**src/compare_pkg.sv**
```systemverilog
// Contract
// - channel runs only while enable bit set
// - stop-in-idle set halts channel during idle
// - wide bit selects 32-bit versus 16-bit compare
// - fault flag set by fault, hardware-only clear
// - fault flag reads zero outside mode 111
// - timebase select one picks third timer
// - mode 111 gives PWM with fault input
// - mode 110 gives PWM, fault input ignored
// - mode 101 starts low, continuous pulses
// - mode 100 starts low, one pulse only
// - mode 011 toggles pin per compare event
// - mode 010 starts high, event drives low
// - mode 001 starts low, event drives high
// - mode 000 leaves compare inactive
// - unimplemented control bits read as zero
`default_nettype none
package compare_pkg;

    // register byte offsets
    localparam logic [7:0] OFS_CTRL = 8'h00;
    localparam logic [7:0] OFS_PRI  = 8'h04;
    localparam logic [7:0] OFS_SEC  = 8'h08;
    localparam logic [7:0] OFS_IST  = 8'h0C;
    localparam logic [7:0] OFS_IMSK = 8'h10;

    // decoded register selects
    localparam logic [2:0] SEL_CTRL = 3'h0;
    localparam logic [2:0] SEL_PRI  = 3'h1;
    localparam logic [2:0] SEL_SEC  = 3'h2;
    localparam logic [2:0] SEL_IST  = 3'h3;
    localparam logic [2:0] SEL_IMSK = 3'h4;
    localparam logic [2:0] SEL_NONE = 3'h7;

    // control field positions
    localparam int BIT_ON   = 15;
    localparam int BIT_STOP_IN_IDLE = 13;
    localparam int BIT_WIDE = 5;
    localparam int BIT_FLT  = 4;
    localparam int BIT_TSEL = 3;

    // interrupt status layout
    localparam int IRQ_BITS = 2;
    localparam int IRQ_CMP  = 0;
    localparam int IRQ_FLT  = 1;

    localparam logic [1:0]  RESP_OKAY   = 2'h0;
    localparam logic [1:0]  RESP_SLVERR = 2'h2;
    localparam logic [31:0] WORD_RST    = 32'h0000_0000;
    localparam logic [1:0]  IRQ_RST     = 2'h0;

    typedef enum logic [2:0] {
        MODE_OFF       = 3'h0,
        MODE_SET_HI    = 3'h1,
        MODE_SET_LO    = 3'h2,
        MODE_TOGGLE    = 3'h3,
        MODE_ONE_PULSE = 3'h4,
        MODE_PULSES    = 3'h5,
        MODE_PWM       = 3'h6,
        MODE_PWM_FLT   = 3'h7
    } mode_t;

    typedef struct packed {
        logic  on;
        logic  stop_in_idle;
        logic  wide;
        logic  tsel;
        mode_t mode;
    } ctrl_t;

    localparam ctrl_t CTRL_RST = '{1'b0, 1'b0, 1'b0, 1'b0, MODE_OFF};

    typedef struct packed {
        logic [31:0] cnt;
        logic        roll;
    } tbase_t;

    typedef enum logic [1:0] {WR_COLLECT = 2'h1, WR_RESP = 2'h2} wr_st_t;
    typedef enum logic [1:0] {RD_IDLE = 2'h1, RD_DATA = 2'h2} rd_st_t;

    // count equals compare value at the selected width
    function automatic logic hit(logic [31:0] c, logic [31:0] v, logic w);
        hit = w ? (c == v) : (c[15:0] == v[15:0]);
    endfunction

    function automatic logic [2:0] reg_sel(logic [7:0] a);
        case (a)
            OFS_CTRL: reg_sel = SEL_CTRL;
            OFS_PRI:  reg_sel = SEL_PRI;
            OFS_SEC:  reg_sel = SEL_SEC;
            OFS_IST:  reg_sel = SEL_IST;
            OFS_IMSK: reg_sel = SEL_IMSK;
            default:  reg_sel = SEL_NONE;
        endcase
    endfunction

endpackage
`default_nettype wire

```
**src/compare_engine.sv**
```systemverilog
`timescale 1ns/1ns
`default_nettype none
module compare_engine
    import compare_pkg::*;
(
    // clock and reset
    input  wire logic        aclk,
    input  wire logic        aresetn,
    // control
    input  wire logic        on,
    input  wire logic        halt,
    input  wire ctrl_t       ctrl,
    input  wire tbase_t      tb,
    input  wire logic [31:0] pri,
    input  wire logic [31:0] sec,
    input  wire logic        fault_in,
    // results
    output logic             pin_r,
    output logic             evt_r,
    output logic             fset_r,
    output logic             fault_r
);
    logic  pin_nxt, evt_nxt, fset_nxt, fault_nxt, done_r, done_nxt;
    mode_t pmode_r, pmode_nxt;
    logic  hit_p, hit_s;

    assign hit_p = hit(tb.cnt, pri, ctrl.wide);
    assign hit_s = hit(tb.cnt, sec, ctrl.wide);

    // pin sequencing; a mode change re-initialises the pin first
    always_comb begin
        pin_nxt = pin_r;
        done_nxt = done_r;
        pmode_nxt = pmode_r;
        fault_nxt = fault_r;
        evt_nxt = 1'b0;
        fset_nxt = 1'b0;
        if (!on) begin
            pin_nxt = 1'b0;
            done_nxt = 1'b0;
            pmode_nxt = MODE_OFF;
            fault_nxt = 1'b0;
        end else if (!halt) begin
            pmode_nxt = ctrl.mode;
            if (ctrl.mode != pmode_r) begin
                pin_nxt = (ctrl.mode == MODE_SET_LO);
                done_nxt = 1'b0;
            end else begin
                case (ctrl.mode)
                    MODE_SET_HI: if (hit_p) begin
                        pin_nxt = 1'b1;
                        evt_nxt = 1'b1;
                    end
                    MODE_SET_LO: if (hit_p) begin
                        pin_nxt = 1'b0;
                        evt_nxt = 1'b1;
                    end
                    MODE_TOGGLE: if (hit_p) begin
                        pin_nxt = !pin_r;
                        evt_nxt = 1'b1;
                    end
                    MODE_ONE_PULSE, MODE_PULSES: begin
                        if (hit_p && !done_r) begin
                            pin_nxt = 1'b1;
                            evt_nxt = 1'b1;
                        end
                        if (hit_s && pin_r) begin
                            pin_nxt = 1'b0;
                            done_nxt = (ctrl.mode == MODE_ONE_PULSE);
                        end
                    end
                    MODE_PWM, MODE_PWM_FLT: begin
                        evt_nxt = hit_s;
                        if (hit_s)
                            pin_nxt = 1'b0;
                        if (tb.roll)
                            pin_nxt = 1'b1;
                        if (ctrl.mode == MODE_PWM_FLT) begin
                            if (fault_in) begin
                                fault_nxt = 1'b1;
                                fset_nxt = !fault_r;
                            end else if (tb.roll) begin
                                fault_nxt = 1'b0;
                            end
                            if (fault_nxt)
                                pin_nxt = 1'b0;
                        end
                    end
                    default: ;
                endcase
            end
        end
    end

    always_ff @(posedge aclk) begin
        if (!aresetn) begin
            pin_r <= 1'b0;
            done_r <= 1'b0;
            pmode_r <= MODE_OFF;
            fault_r <= 1'b0;
            evt_r <= 1'b0;
            fset_r <= 1'b0;
        end else begin
            pin_r <= pin_nxt;
            done_r <= done_nxt;
            pmode_r <= pmode_nxt;
            fault_r <= fault_nxt;
            evt_r <= evt_nxt;
            fset_r <= fset_nxt;
        end
    end

    logic steady;
    assign steady = on && !halt && ctrl.mode == pmode_r;
endmodule
`default_nettype wire

```
**src/output_compare_control.sv**
```systemverilog
// Chosen here: the AXI4-Lite interface to the registers and the placing of the registers.
`timescale 1ns/1ns
`default_nettype none
module output_compare_control
    import compare_pkg::*;
(
    // clock and reset
    input  wire logic        aclk,
    input  wire logic        aresetn,
    // write address channel
    input  wire logic        awvalid,
    output logic             awready,
    input  wire logic [7:0]  awaddr,
    // write data channel
    input  wire logic        wvalid,
    output logic             wready,
    input  wire logic [31:0] wdata,
    input  wire logic [3:0]  wstrb,
    // write response channel
    output logic             bvalid,
    input  wire logic        bready,
    output logic [1:0]       bresp,
    // read address channel
    input  wire logic        arvalid,
    output logic             arready,
    input  wire logic [7:0]  araddr,
    // read data channel
    output logic             rvalid,
    input  wire logic        rready,
    output logic [31:0]      rdata,
    output logic [1:0]       rresp,
    // device power state and time bases
    input  wire logic        device_idle,
    input  wire tbase_t      second_timer,
    input  wire tbase_t      third_timer,
    // pins
    input  wire logic        fault_pin,
    output logic             compare_output_pin,
    // interrupt
    output logic             irq
);

    // byte-lane merge for partial writes
    function automatic logic [31:0] merge(
        logic [31:0] old,
        logic [31:0] nw,
        logic [3:0]  st
    );
        logic [31:0] r;
        r = old;
        for (int i = 0; i < 4; i++) begin
            if (st[i])
                r[8*i +: 8] = nw[8*i +: 8];
        end
        merge = r;
    endfunction

    // control word image; fault bit only visible in mode 111
    function automatic logic [31:0] ctrl_word(ctrl_t c, logic f);
        logic [31:0] w;
        w = WORD_RST;
        w[BIT_ON] = c.on;
        w[BIT_STOP_IN_IDLE] = c.stop_in_idle;
        w[BIT_WIDE] = c.wide;
        w[BIT_FLT] = f && (c.mode == MODE_PWM_FLT);
        w[BIT_TSEL] = c.tsel;
        w[2:0] = c.mode;
        ctrl_word = w;
    endfunction

    // write channel state
    wr_st_t      wst_r;
    wr_st_t      wst_nxt;
    logic        aw_got_r;
    logic        aw_got_nxt;
    logic        w_got_r;
    logic        w_got_nxt;
    logic [7:0]  waddr_r;
    logic [7:0]  waddr_nxt;
    logic [31:0] wdata_r;
    logic [31:0] wdata_nxt;
    logic [3:0]  wstrb_r;
    logic [3:0]  wstrb_nxt;
    logic        awready_r;
    logic        awready_nxt;
    logic        wready_r;
    logic        wready_nxt;
    logic        bvalid_r;
    logic        bvalid_nxt;
    logic [1:0]  bresp_r;
    logic [1:0]  bresp_nxt;
    logic        wr_en;
    logic [2:0]  wsel;

    // read channel state
    rd_st_t      rst_r;
    rd_st_t      rst_nxt;
    logic        arready_r;
    logic        arready_nxt;
    logic        rvalid_r;
    logic        rvalid_nxt;
    logic [31:0] rdata_r;
    logic [31:0] rdata_nxt;
    logic [1:0]  rresp_r;
    logic [1:0]  rresp_nxt;
    logic [2:0]  rsel;

    // register file
    ctrl_t         ctrl_r;
    ctrl_t         ctrl_nxt;
    logic [31:0]   pri_r;
    logic [31:0]   pri_nxt;
    logic [31:0]   sec_r;
    logic [31:0]   sec_nxt;
    logic [IRQ_BITS-1:0] ist_r;
    logic [IRQ_BITS-1:0] ist_nxt;
    logic [IRQ_BITS-1:0] imsk_r;
    logic [IRQ_BITS-1:0] imsk_nxt;
    logic [IRQ_BITS-1:0] ist_clr;
    logic          irq_r;
    logic          irq_nxt;
    logic [31:0]   wmerge;

    // fault pin synchroniser and engine hookup
    logic   fault_meta_r;
    logic   fault_sync_r;
    logic   halt;
    tbase_t tb_sel;
    logic   pin_r;
    logic   evt;
    logic   fset;
    logic   fault_flag;

    assign awready = awready_r;
    assign wready = wready_r;
    assign bvalid = bvalid_r;
    assign bresp = bresp_r;
    assign arready = arready_r;
    assign rvalid = rvalid_r;
    assign rdata = rdata_r;
    assign rresp = rresp_r;
    assign irq = irq_r;
    assign compare_output_pin = pin_r;

    // idle comes from same-clock power logic, needs no sync
    assign halt = ctrl_r.stop_in_idle && device_idle;
    assign tb_sel = ctrl_r.tsel ? third_timer : second_timer;
    assign wsel = reg_sel(waddr_r);
    assign rsel = reg_sel(araddr);

    // write path: address and data taken in either order
    always_comb begin
        wst_nxt = wst_r;
        aw_got_nxt = aw_got_r;
        w_got_nxt = w_got_r;
        waddr_nxt = waddr_r;
        wdata_nxt = wdata_r;
        wstrb_nxt = wstrb_r;
        bvalid_nxt = bvalid_r;
        bresp_nxt = bresp_r;
        wr_en = 1'b0;
        case (wst_r)
            WR_COLLECT: begin
                if (awvalid && awready_r) begin
                    aw_got_nxt = 1'b1;
                    waddr_nxt = awaddr;
                end
                if (wvalid && wready_r) begin
                    w_got_nxt = 1'b1;
                    wdata_nxt = wdata;
                    wstrb_nxt = wstrb;
                end
                if (aw_got_r && w_got_r) begin
                    wr_en = (wsel != SEL_NONE);
                    bresp_nxt = (wsel == SEL_NONE) ? RESP_SLVERR : RESP_OKAY;
                    bvalid_nxt = 1'b1;
                    aw_got_nxt = 1'b0;
                    w_got_nxt = 1'b0;
                    wst_nxt = WR_RESP;
                end
            end
            WR_RESP: begin
                if (bready) begin
                    bvalid_nxt = 1'b0;
                    wst_nxt = WR_COLLECT;
                end
            end
            default: wst_nxt = WR_COLLECT;
        endcase
        awready_nxt = (wst_nxt == WR_COLLECT) && !aw_got_nxt;
        wready_nxt = (wst_nxt == WR_COLLECT) && !w_got_nxt;
    end

    always_ff @(posedge aclk) begin
        if (!aresetn) begin
            wst_r <= WR_COLLECT;
            aw_got_r <= 1'b0;
            w_got_r <= 1'b0;
            waddr_r <= OFS_CTRL;
            wdata_r <= WORD_RST;
            wstrb_r <= 4'h0;
            awready_r <= 1'b0;
            wready_r <= 1'b0;
            bvalid_r <= 1'b0;
            bresp_r <= RESP_OKAY;
        end else begin
            wst_r <= wst_nxt;
            aw_got_r <= aw_got_nxt;
            w_got_r <= w_got_nxt;
            waddr_r <= waddr_nxt;
            wdata_r <= wdata_nxt;
            wstrb_r <= wstrb_nxt;
            awready_r <= awready_nxt;
            wready_r <= wready_nxt;
            bvalid_r <= bvalid_nxt;
            bresp_r <= bresp_nxt;
        end
    end

    // read path: data snapshot taken at address acceptance
    always_comb begin
        rst_nxt = rst_r;
        rvalid_nxt = rvalid_r;
        rdata_nxt = rdata_r;
        rresp_nxt = rresp_r;
        case (rst_r)
            RD_IDLE: begin
                if (arvalid && arready_r) begin
                    rvalid_nxt = 1'b1;
                    rresp_nxt = RESP_OKAY;
                    rst_nxt = RD_DATA;
                    case (rsel)
                        SEL_CTRL: rdata_nxt = ctrl_word(ctrl_r, fault_flag);
                        SEL_PRI:  rdata_nxt = pri_r;
                        SEL_SEC:  rdata_nxt = sec_r;
                        SEL_IST:  rdata_nxt = {30'h0, ist_r};
                        SEL_IMSK: rdata_nxt = {30'h0, imsk_r};
                        default: begin
                            rdata_nxt = WORD_RST;
                            rresp_nxt = RESP_SLVERR;
                        end
                    endcase
                end
            end
            RD_DATA: begin
                if (rready) begin
                    rvalid_nxt = 1'b0;
                    rst_nxt = RD_IDLE;
                end
            end
            default: rst_nxt = RD_IDLE;
        endcase
        arready_nxt = (rst_nxt == RD_IDLE);
    end

    always_ff @(posedge aclk) begin
        if (!aresetn) begin
            rst_r <= RD_IDLE;
            arready_r <= 1'b0;
            rvalid_r <= 1'b0;
            rdata_r <= WORD_RST;
            rresp_r <= RESP_OKAY;
        end else begin
            rst_r <= rst_nxt;
            arready_r <= arready_nxt;
            rvalid_r <= rvalid_nxt;
            rdata_r <= rdata_nxt;
            rresp_r <= rresp_nxt;
        end
    end

    // register updates; the fault status bit is never written
    always_comb begin
        ctrl_nxt = ctrl_r;
        pri_nxt = pri_r;
        sec_nxt = sec_r;
        imsk_nxt = imsk_r;
        ist_clr = '0;
        wmerge = merge(ctrl_word(ctrl_r, 1'b0), wdata_r, wstrb_r);
        if (wr_en) begin
            case (wsel)
                SEL_CTRL: begin
                    ctrl_nxt.on = wmerge[BIT_ON];
                    ctrl_nxt.stop_in_idle = wmerge[BIT_STOP_IN_IDLE];
                    ctrl_nxt.wide = wmerge[BIT_WIDE];
                    ctrl_nxt.tsel = wmerge[BIT_TSEL];
                    ctrl_nxt.mode = mode_t'(wmerge[2:0]);
                end
                SEL_PRI:  pri_nxt = merge(pri_r, wdata_r, wstrb_r);
                SEL_SEC:  sec_nxt = merge(sec_r, wdata_r, wstrb_r);
                SEL_IST:  ist_clr = wdata_r[IRQ_BITS-1:0] & {IRQ_BITS{wstrb_r[0]}};
                SEL_IMSK: begin
                    if (wstrb_r[0])
                        imsk_nxt = wdata_r[IRQ_BITS-1:0];
                end
                default: ;
            endcase
        end
        // a new event outranks a clear in the same cycle
        ist_nxt = (ist_r & ~ist_clr) | {fset, evt};
        irq_nxt = |(ist_r & imsk_r);
    end

    always_ff @(posedge aclk) begin
        if (!aresetn) begin
            ctrl_r <= CTRL_RST;
            pri_r <= WORD_RST;
            sec_r <= WORD_RST;
            ist_r <= IRQ_RST;
            imsk_r <= IRQ_RST;
            irq_r <= 1'b0;
        end else begin
            ctrl_r <= ctrl_nxt;
            pri_r <= pri_nxt;
            sec_r <= sec_nxt;
            ist_r <= ist_nxt;
            imsk_r <= imsk_nxt;
            irq_r <= irq_nxt;
        end
    end

    // fault pin is asynchronous; only the second stage is used
    always_ff @(posedge aclk) begin
        if (!aresetn) begin
            fault_meta_r <= 1'b0;
            fault_sync_r <= 1'b0;
        end else begin
            fault_meta_r <= fault_pin;
            fault_sync_r <= fault_meta_r;
        end
    end

    compare_engine u_engine (
        .aclk     (aclk),
        .aresetn  (aresetn),
        .on       (ctrl_r.on),
        .halt     (halt),
        .ctrl     (ctrl_r),
        .tb       (tb_sel),
        .pri      (pri_r),
        .sec      (sec_r),
        .fault_in (fault_sync_r),
        .pin_r    (pin_r),
        .evt_r    (evt),
        .fset_r   (fset),
        .fault_r  (fault_flag)
    );

    logic rd_ctrl_r;
    always_ff @(posedge aclk) begin
        if (!aresetn)
            rd_ctrl_r <= 1'b0;
        else if (arvalid && arready_r)
            rd_ctrl_r <= (rsel == SEL_CTRL);
    end
endmodule
`default_nettype wire

```
**config.mk**
```make
export PLATFORM = sky130hd
export DESIGN_NAME = output_compare_control
export DESIGN_NICKNAME = d
export VERILOG_FILES = /design/src/compare_pkg.sv /design/src/compare_engine.sv /design/src/output_compare_control.sv
export SDC_FILE = /design/constraint.sdc
export NUM_CORES = 1
export LEC_CHECK = 0
export ABC_CLOCK_PERIOD_IN_PS = 5350
export BUFFER_PORTS_ARGS = -buffer_cell sky130_fd_sc_hd__buf_4
export CAP_MARGIN = 20
export CORE_ASPECT_RATIO = 1.75
export CORE_MARGIN = 1.5
export CORE_UTILIZATION = 30
export DETAILED_ROUTE_END_ITERATION = 16
export PLACE_DENSITY_LB_ADDON = 0.2
export SYNTH_ARGS = -nofsm -noshare
export SYNTH_HDL_FRONTEND = slang
export SYNTH_SLANG_ARGS = --single-unit
```
**constraint.sdc**
```tcl
create_clock -name aclk -period 5.35 [get_ports aclk]
set_input_delay 0.8025 -clock aclk [delete_from_list [all_inputs] [get_ports aclk]]
set_output_delay 0.8025 -clock aclk [all_outputs]
set_load 0.03 [all_outputs]
```
# Word-level counts from Yosys, hierarchy flattened
# Index checks and enable logic that the tools add are counted.
[classes] n_eq_ne=44 n_reduce_logical=52 muxes=54 bitwise_logic=12
[ops] cell="$pmux 32 s5" count=1
[ops] cell="$eq 32x32->1" count=2
[ops] cell="$reduce_and 3->1" count=14
[ops] cell="$mux 1" count=36
[ops] cell="$mux 33" count=1
[ops] cell="$eq 16x16->1" count=2
[ops] cell="$eq 8x4->1 const B" count=4
[ops] cell="$pmux 3 s5" count=2
[ops] cell="$eq 3x3->1 const B" count=7
[ops] cell="$eq 3x2->1 const B" count=6
[ops] cell="$eq 8x3->1 const B" count=2
[ops] cell="$eq 8x5->1 const B" count=2
[ops] cell="$logic_not 8->1" count=2
[ops] cell="$mux 2" count=8
[ops] cell="$logic_and 1x1->1" count=10
[ops] cell="$reduce_and 2->1" count=5
[ops] cell="$eq 3x1->1 const B" count=3
[ops] cell="$ne 3x1->1 const B" count=3
[ops] cell="$eq 2x1->1 const B" count=4
[ops] cell="$ne 2x2->1 const B" count=4
[ops] cell="$pmux 2 s2" count=2
[ops] cell="$reduce_bool 2->1" count=4
[ops] cell="$not 1->1" count=7
[ops] cell="$reduce_or 7->1" count=1
[ops] cell="19 further kinds" count=30
[word_totals] reg_bits=177 output_inout_bits=43

# Depth between registers and ports, before layout
[logic_depth] word_depth=12 mapped_depth=10 mapped_depth_nobuf=8

# Hierarchy
# From an unflattened synthesis, not the netlist that was laid out.
[unflattened] hier_cells=974 area_unflattened_um2=8199.1
[by_module_without_submodules] module="output_compare_control" seq_area_each_um2=3343.2 n_inst=1 area_per_inst_um2=6989.2 cells_each=822
[by_module_without_submodules] module="compare_engine" seq_area_each_um2=160.2 n_inst=1 area_per_inst_um2=1209.9 cells_each=152

# Least setup slack after synthesis
# OpenSTA, ideal clock, no wires.
[synth_timing] path_kind="input to register" startpoint="in araddr[6]" endpoint="reg rdata_r[28] (netlist: rdata[28])" path_stages=9 t_arrival_ps=2561 slack_ps=2730 setup_ps=59 cell_sequence="or4_1 -> nor3_1 -> buf_2 -> and3b_1 -> clkbuf_1 -> buf_2 -> a22oi_1 -> o21ai_0 -> and2_1"
[synth_via] elab_chain_cells=4 word_cells_on_any_way=12 classes_between="eq/ne (8); mux (2); reduce/logical (2)"
[synth_rtl] element="start: declaration" line="output_compare_control.sv:26" source="input wire logic [7:0] araddr,"
[synth_rtl] element="$eq 8x5->1, or another cell as far along" line="compare_pkg.sv:87" source="case (a)"
[synth_rtl] element="$pmux 3 s5 (*)" line="compare_pkg.sv:87"
[synth_rtl] element="$eq 3x3->1, or another cell as far along" line="output_compare_control.sv:232" source="case (rsel)"
[synth_rtl] element="$pmux 32 s5 (*)" line="output_compare_control.sv:232"
[synth_rtl] element="end signal: assignment" line="output_compare_control.sv:267" source="rdata_r <= rdata_nxt;"
[synth_rtl] element="end: declaration" line="output_compare_control.sv:102" source="logic [31:0] rdata_r;"
# Mark *: on every way between the ends. The rest lies on a longest branch, timed or not.
# A chain may end at the register's enable or synchronous reset.

# Worst setup path in the final report
[layout_timing] startpoint="reg ctrl_r[3] (netlist bit)" endpoint="reg u_engine.done_r"
[layout_via] elab_chain_cells=6 word_cells_on_any_way=7 classes_between="eq/ne (2); mux (2); reduce/logical (3)"
[layout_rtl] element="start: declaration" line="output_compare_control.sv:109" source="ctrl_t ctrl_r;"
[layout_rtl] element="start signal: assignment" line="output_compare_control.sv:313" source="ctrl_r <= ctrl_nxt;"
[layout_rtl] element="$mux 33 (*)" line="output_compare_control.sv:147" source="assign tb_sel = ctrl_r.tsel ? third_timer : second_timer;"
[layout_rtl] element="$eq 32x32->1 / $eq 16x16->1 (equally long branches)" line="compare_pkg.sv:83" source="hit = w ? (c == v) : (c[15:0] == v[15:0]);"
[layout_rtl] element="$mux 1 (*)" line="compare_pkg.sv:83"
[layout_rtl] element="$logic_and 1x1->1 (*)" line="compare_engine.sv:67" source="if (hit_s && pin_r) begin"
[layout_rtl] element="$reduce_bool 2->1 (no line) (*)"
[layout_rtl] element="$reduce_and 3->1 (no line) (*)"
[layout_rtl] element="end signal: assignment" line="compare_engine.sv:105" source="done_r <= done_nxt;"
[layout_rtl] element="end: declaration" line="compare_engine.sv:23" source="logic pin_nxt, evt_nxt, fset_nxt, fault_nxt, done_r, done_nxt;"
# Marks and branches as above.

==> impl_metrics.csv <==
group,metric,value,unit
layout,fin_area,10600,µm²
clock_network,insertion_delay,0.43,ns
layout,final_layout_size_suffix_gt1_share,20.8,%
detailed_routing,dr.pass1.iters,4,
detailed_routing,ant_nets,0,
synth,syn_area_per_cell,9.11,µm²
clock_network,cts_setup_buffers,0,
floorplanning,die_height,225,µm
detailed_routing,vias,6916,
synth,synth.most_common_cell,"dfxtp_1",
sta,setup_viol,0,
pwr,powerDensity,310,nW/µm²
sta,max_slew.worst_pin.slew,1.12,ns
layout,area_delta_synth_final,25.2,%
clock_network,root_buffer,"clkbuf_16",
global_route,grt_max_degree,99,
global_route,grt_pass1_vias,6927,
flow_run,drv_cap,0,
synth,ys_seq_area_share,41.5,%
sta,rsz0062_at_grt,"no",
sta,fin_crit,3.30,ns
worst_setup_path,start_kind,"register",
sta,finalSetupTns,0,ns
clock_network,ctsHoldBuffers,0,
clock_network,postCtsResizedCells,0,
worst_setup_path,critPathMaxFanout,30,
clock_network,cts_tree,"done",
synth,synthFlopType,"dfxtp_1",
placement,dpl-instance-area,9980,µm²
synth,async_reset_ff_share,0,%
synth,yosysTopAreaCell,"dfxtp_1",
pwr,ir_worst_vdd,0.221,mV
layout,insertedDiodeCount,0,
detailed_routing,routed_via_density,4.77,
placement,hpwl,19000,µm
placement,gp_congestion,0.903,
worst_setup_path,crit_required,5.70,ns
synth,synth_edf_count,0,
detailed_routing,drt-initial-drc-count,461,
worst_setup_path,cp.arrival,3.65,ns
pwr,p_leak,3.95,nW
synth,synth_cell_types,46,
floorplanning,core-area,27900,µm²
layout,fill_cells,2893,
clock_network,cts_buffers,17,
worst_setup_path,critPathCaptureType,"register",
worst_setup_path,critPathKind,"reg2reg",
synth,synthTopCellsByArea,"dfxtp_1 (41%), mux2i_1 (11%), xnor2_1 (6.9%)",
synth,syn_area,8450,µm²
floorplanning,rows,81,
sta,clock.fmax,0.303,GHz
detailed_routing,drt-total-wl,25900,µm
synth,synth_top_area_share,41.5,%
pwr,power,3.28,mW
sta,whs,0.432,ns
clock_network,cts_buffer_depth,2,
sta,slew_viol_final,0,
floorplanning,top_level_ports,170,
sta,finalHoldViolCount,0,
min_path,hp-class,"reg2reg",
clock_network,cts_sinks,175,
sta,slew_headroom,25.2,%
layout,final_net_count,1197,
clock_network,clkTransAtPathRegs,0.06,ns
global_route,antenna_found_initial,0,
floorplanning,dieWidth,130,µm
synth,ys_ff_latch,175,
outcome,status,"completed",
detailed_routing,drc,0,
detailed_routing,routedWlPerCell,17.9,µm
synth,ys_warn_count,0,
placement,portBuffers,167,
synth,postSynthCellCount,927,
floorplanning,dieArea,29200,µm²
global_route,overflow,0,
sta,fin_worst_skew,0.0103,ns
synth,synth_common_cells,"dfxtp_1 (175), nand2_1 (152), mux2i_1 (95), nor2b_1 (84), xnor2_1 (67)",
clock_network,htreeDepth,4,
global_route,track_usage,18.3,%
global_route,grt_first_pass_wirelength,39800,µm
floorplanning,initial_core_util,30.3,%
sta,fin_crit_sh,61.7,%
-- metrics by stage --
stage	utilization (%)	setup slack, ns	cells
after global placement	35.8	2.06	1420
final	38.0	2.05	1450
after CTS	38.0	2.09	1450
after detailed placement	35.8	2.06	1420
after floorplan	-	2.73	928
after global routing	38.0	1.89	1450
-- layout make-up --
type / count / area, µm² / area share (%)
multi-input cells: 683 / 4630 / 43.7
clock buffers: 23 / 468 / 4.42
inverters: 11 / 41.3 / 0.390
well taps: 373 / 467 / 4.41
flip-flops and latches: 175 / 3500 / 33.1
repair buffers: 178 / 1340 / 12.6
clock inverters: 7 / 135 / 1.28
-- worst paths after layout --
| check | from | slack [ns] | cells after the start | endpoint |
|---|---|---|---|---|
| hold / removal | fault_meta_r | 0.43 | 1 | fault_sync_r |
| hold reg to reg | fault_meta_r | 0.43 | 1 | fault_sync_r |
| setup / recovery | ctrl_r[3] | 2.05 | 8 | u_engine.done_r |
| setup reg to reg | ctrl_r[3] | 2.05 | 8 | u_engine.done_r |
-- power breakdown --
group / leakage, nW / internal [mW] / switching [mW]
clock network: 0.297 / 0.800 / 0.501
registers: 1.42 / 1.39 / 0.0702
logic: 2.23 / 0.218 / 0.307
-- cells in the final DEF (no fill, tap or decap), drive strengths merged, types with 4 or more instances in the layout --
cell / instances
dfxtp: 175
nand2: 152
buf: 178
nand4: 6
xnor2: 67
mux2i: 109
o21ai: 39
a22oi: 26
nand3: 16
nor4: 17
ha: 4
nor2: 9
a21oi: 18
a221oi: 4
nor3b: 9
bufinv: 4
and2: 32
nor3: 4
clkbuf: 23
and3: 4
nor2b: 84
inv: 11
a21boi: 54
-- state kept, by name (all words and copies together) (netlist names), 2 cells and up --
name	cells
wst_r	2
pri_r	32
rst_r	2
sec_r	32
rdata	32
waddr_r	8
ctrl_r	7
imsk_r	2
u_engine.pmode_r	3
wdata_r	32
wstrb_r	4
ist_r	2
-- metal layers --
| metal | wire, µm | track usage, % | vias to the layer above |
|---|---|---|---|
| li1 | - | - | 3432 |
| met1 | 10100 | 20.3 | 3260 |
| met2 | 14000 | 34.1 | 192 |
| met3 | 1020 | 2.92 | 32 |
| met4 | 796 | 7.53 | 0 |
| met5 | 0 | 0 | - |
-- cells by family after synthesis --
group                      synth area share, %
muxes                                     14.2
and+or+nand+nor                           20.7
DFF                                       41.5
buffers and inverters                     3.81
adders and majority gates                0.593
other                                   0.0444
xor gates and xnor gates                  6.95
AOI/OAI and AO/OA                         12.2
-- critical path: stages (launching register included) --
cell and delay (ns):
dfxtp_2 1.04, mux2i_1 0.46, xnor2_1 0.13, nor4_1 0.53, nand4_1 0.19, a21oi_2 0.26, nand4_1 0.15, or3_1 0.33
a31oi_1 0.12
Note: power is estimated with default switching activity, not from simulation.
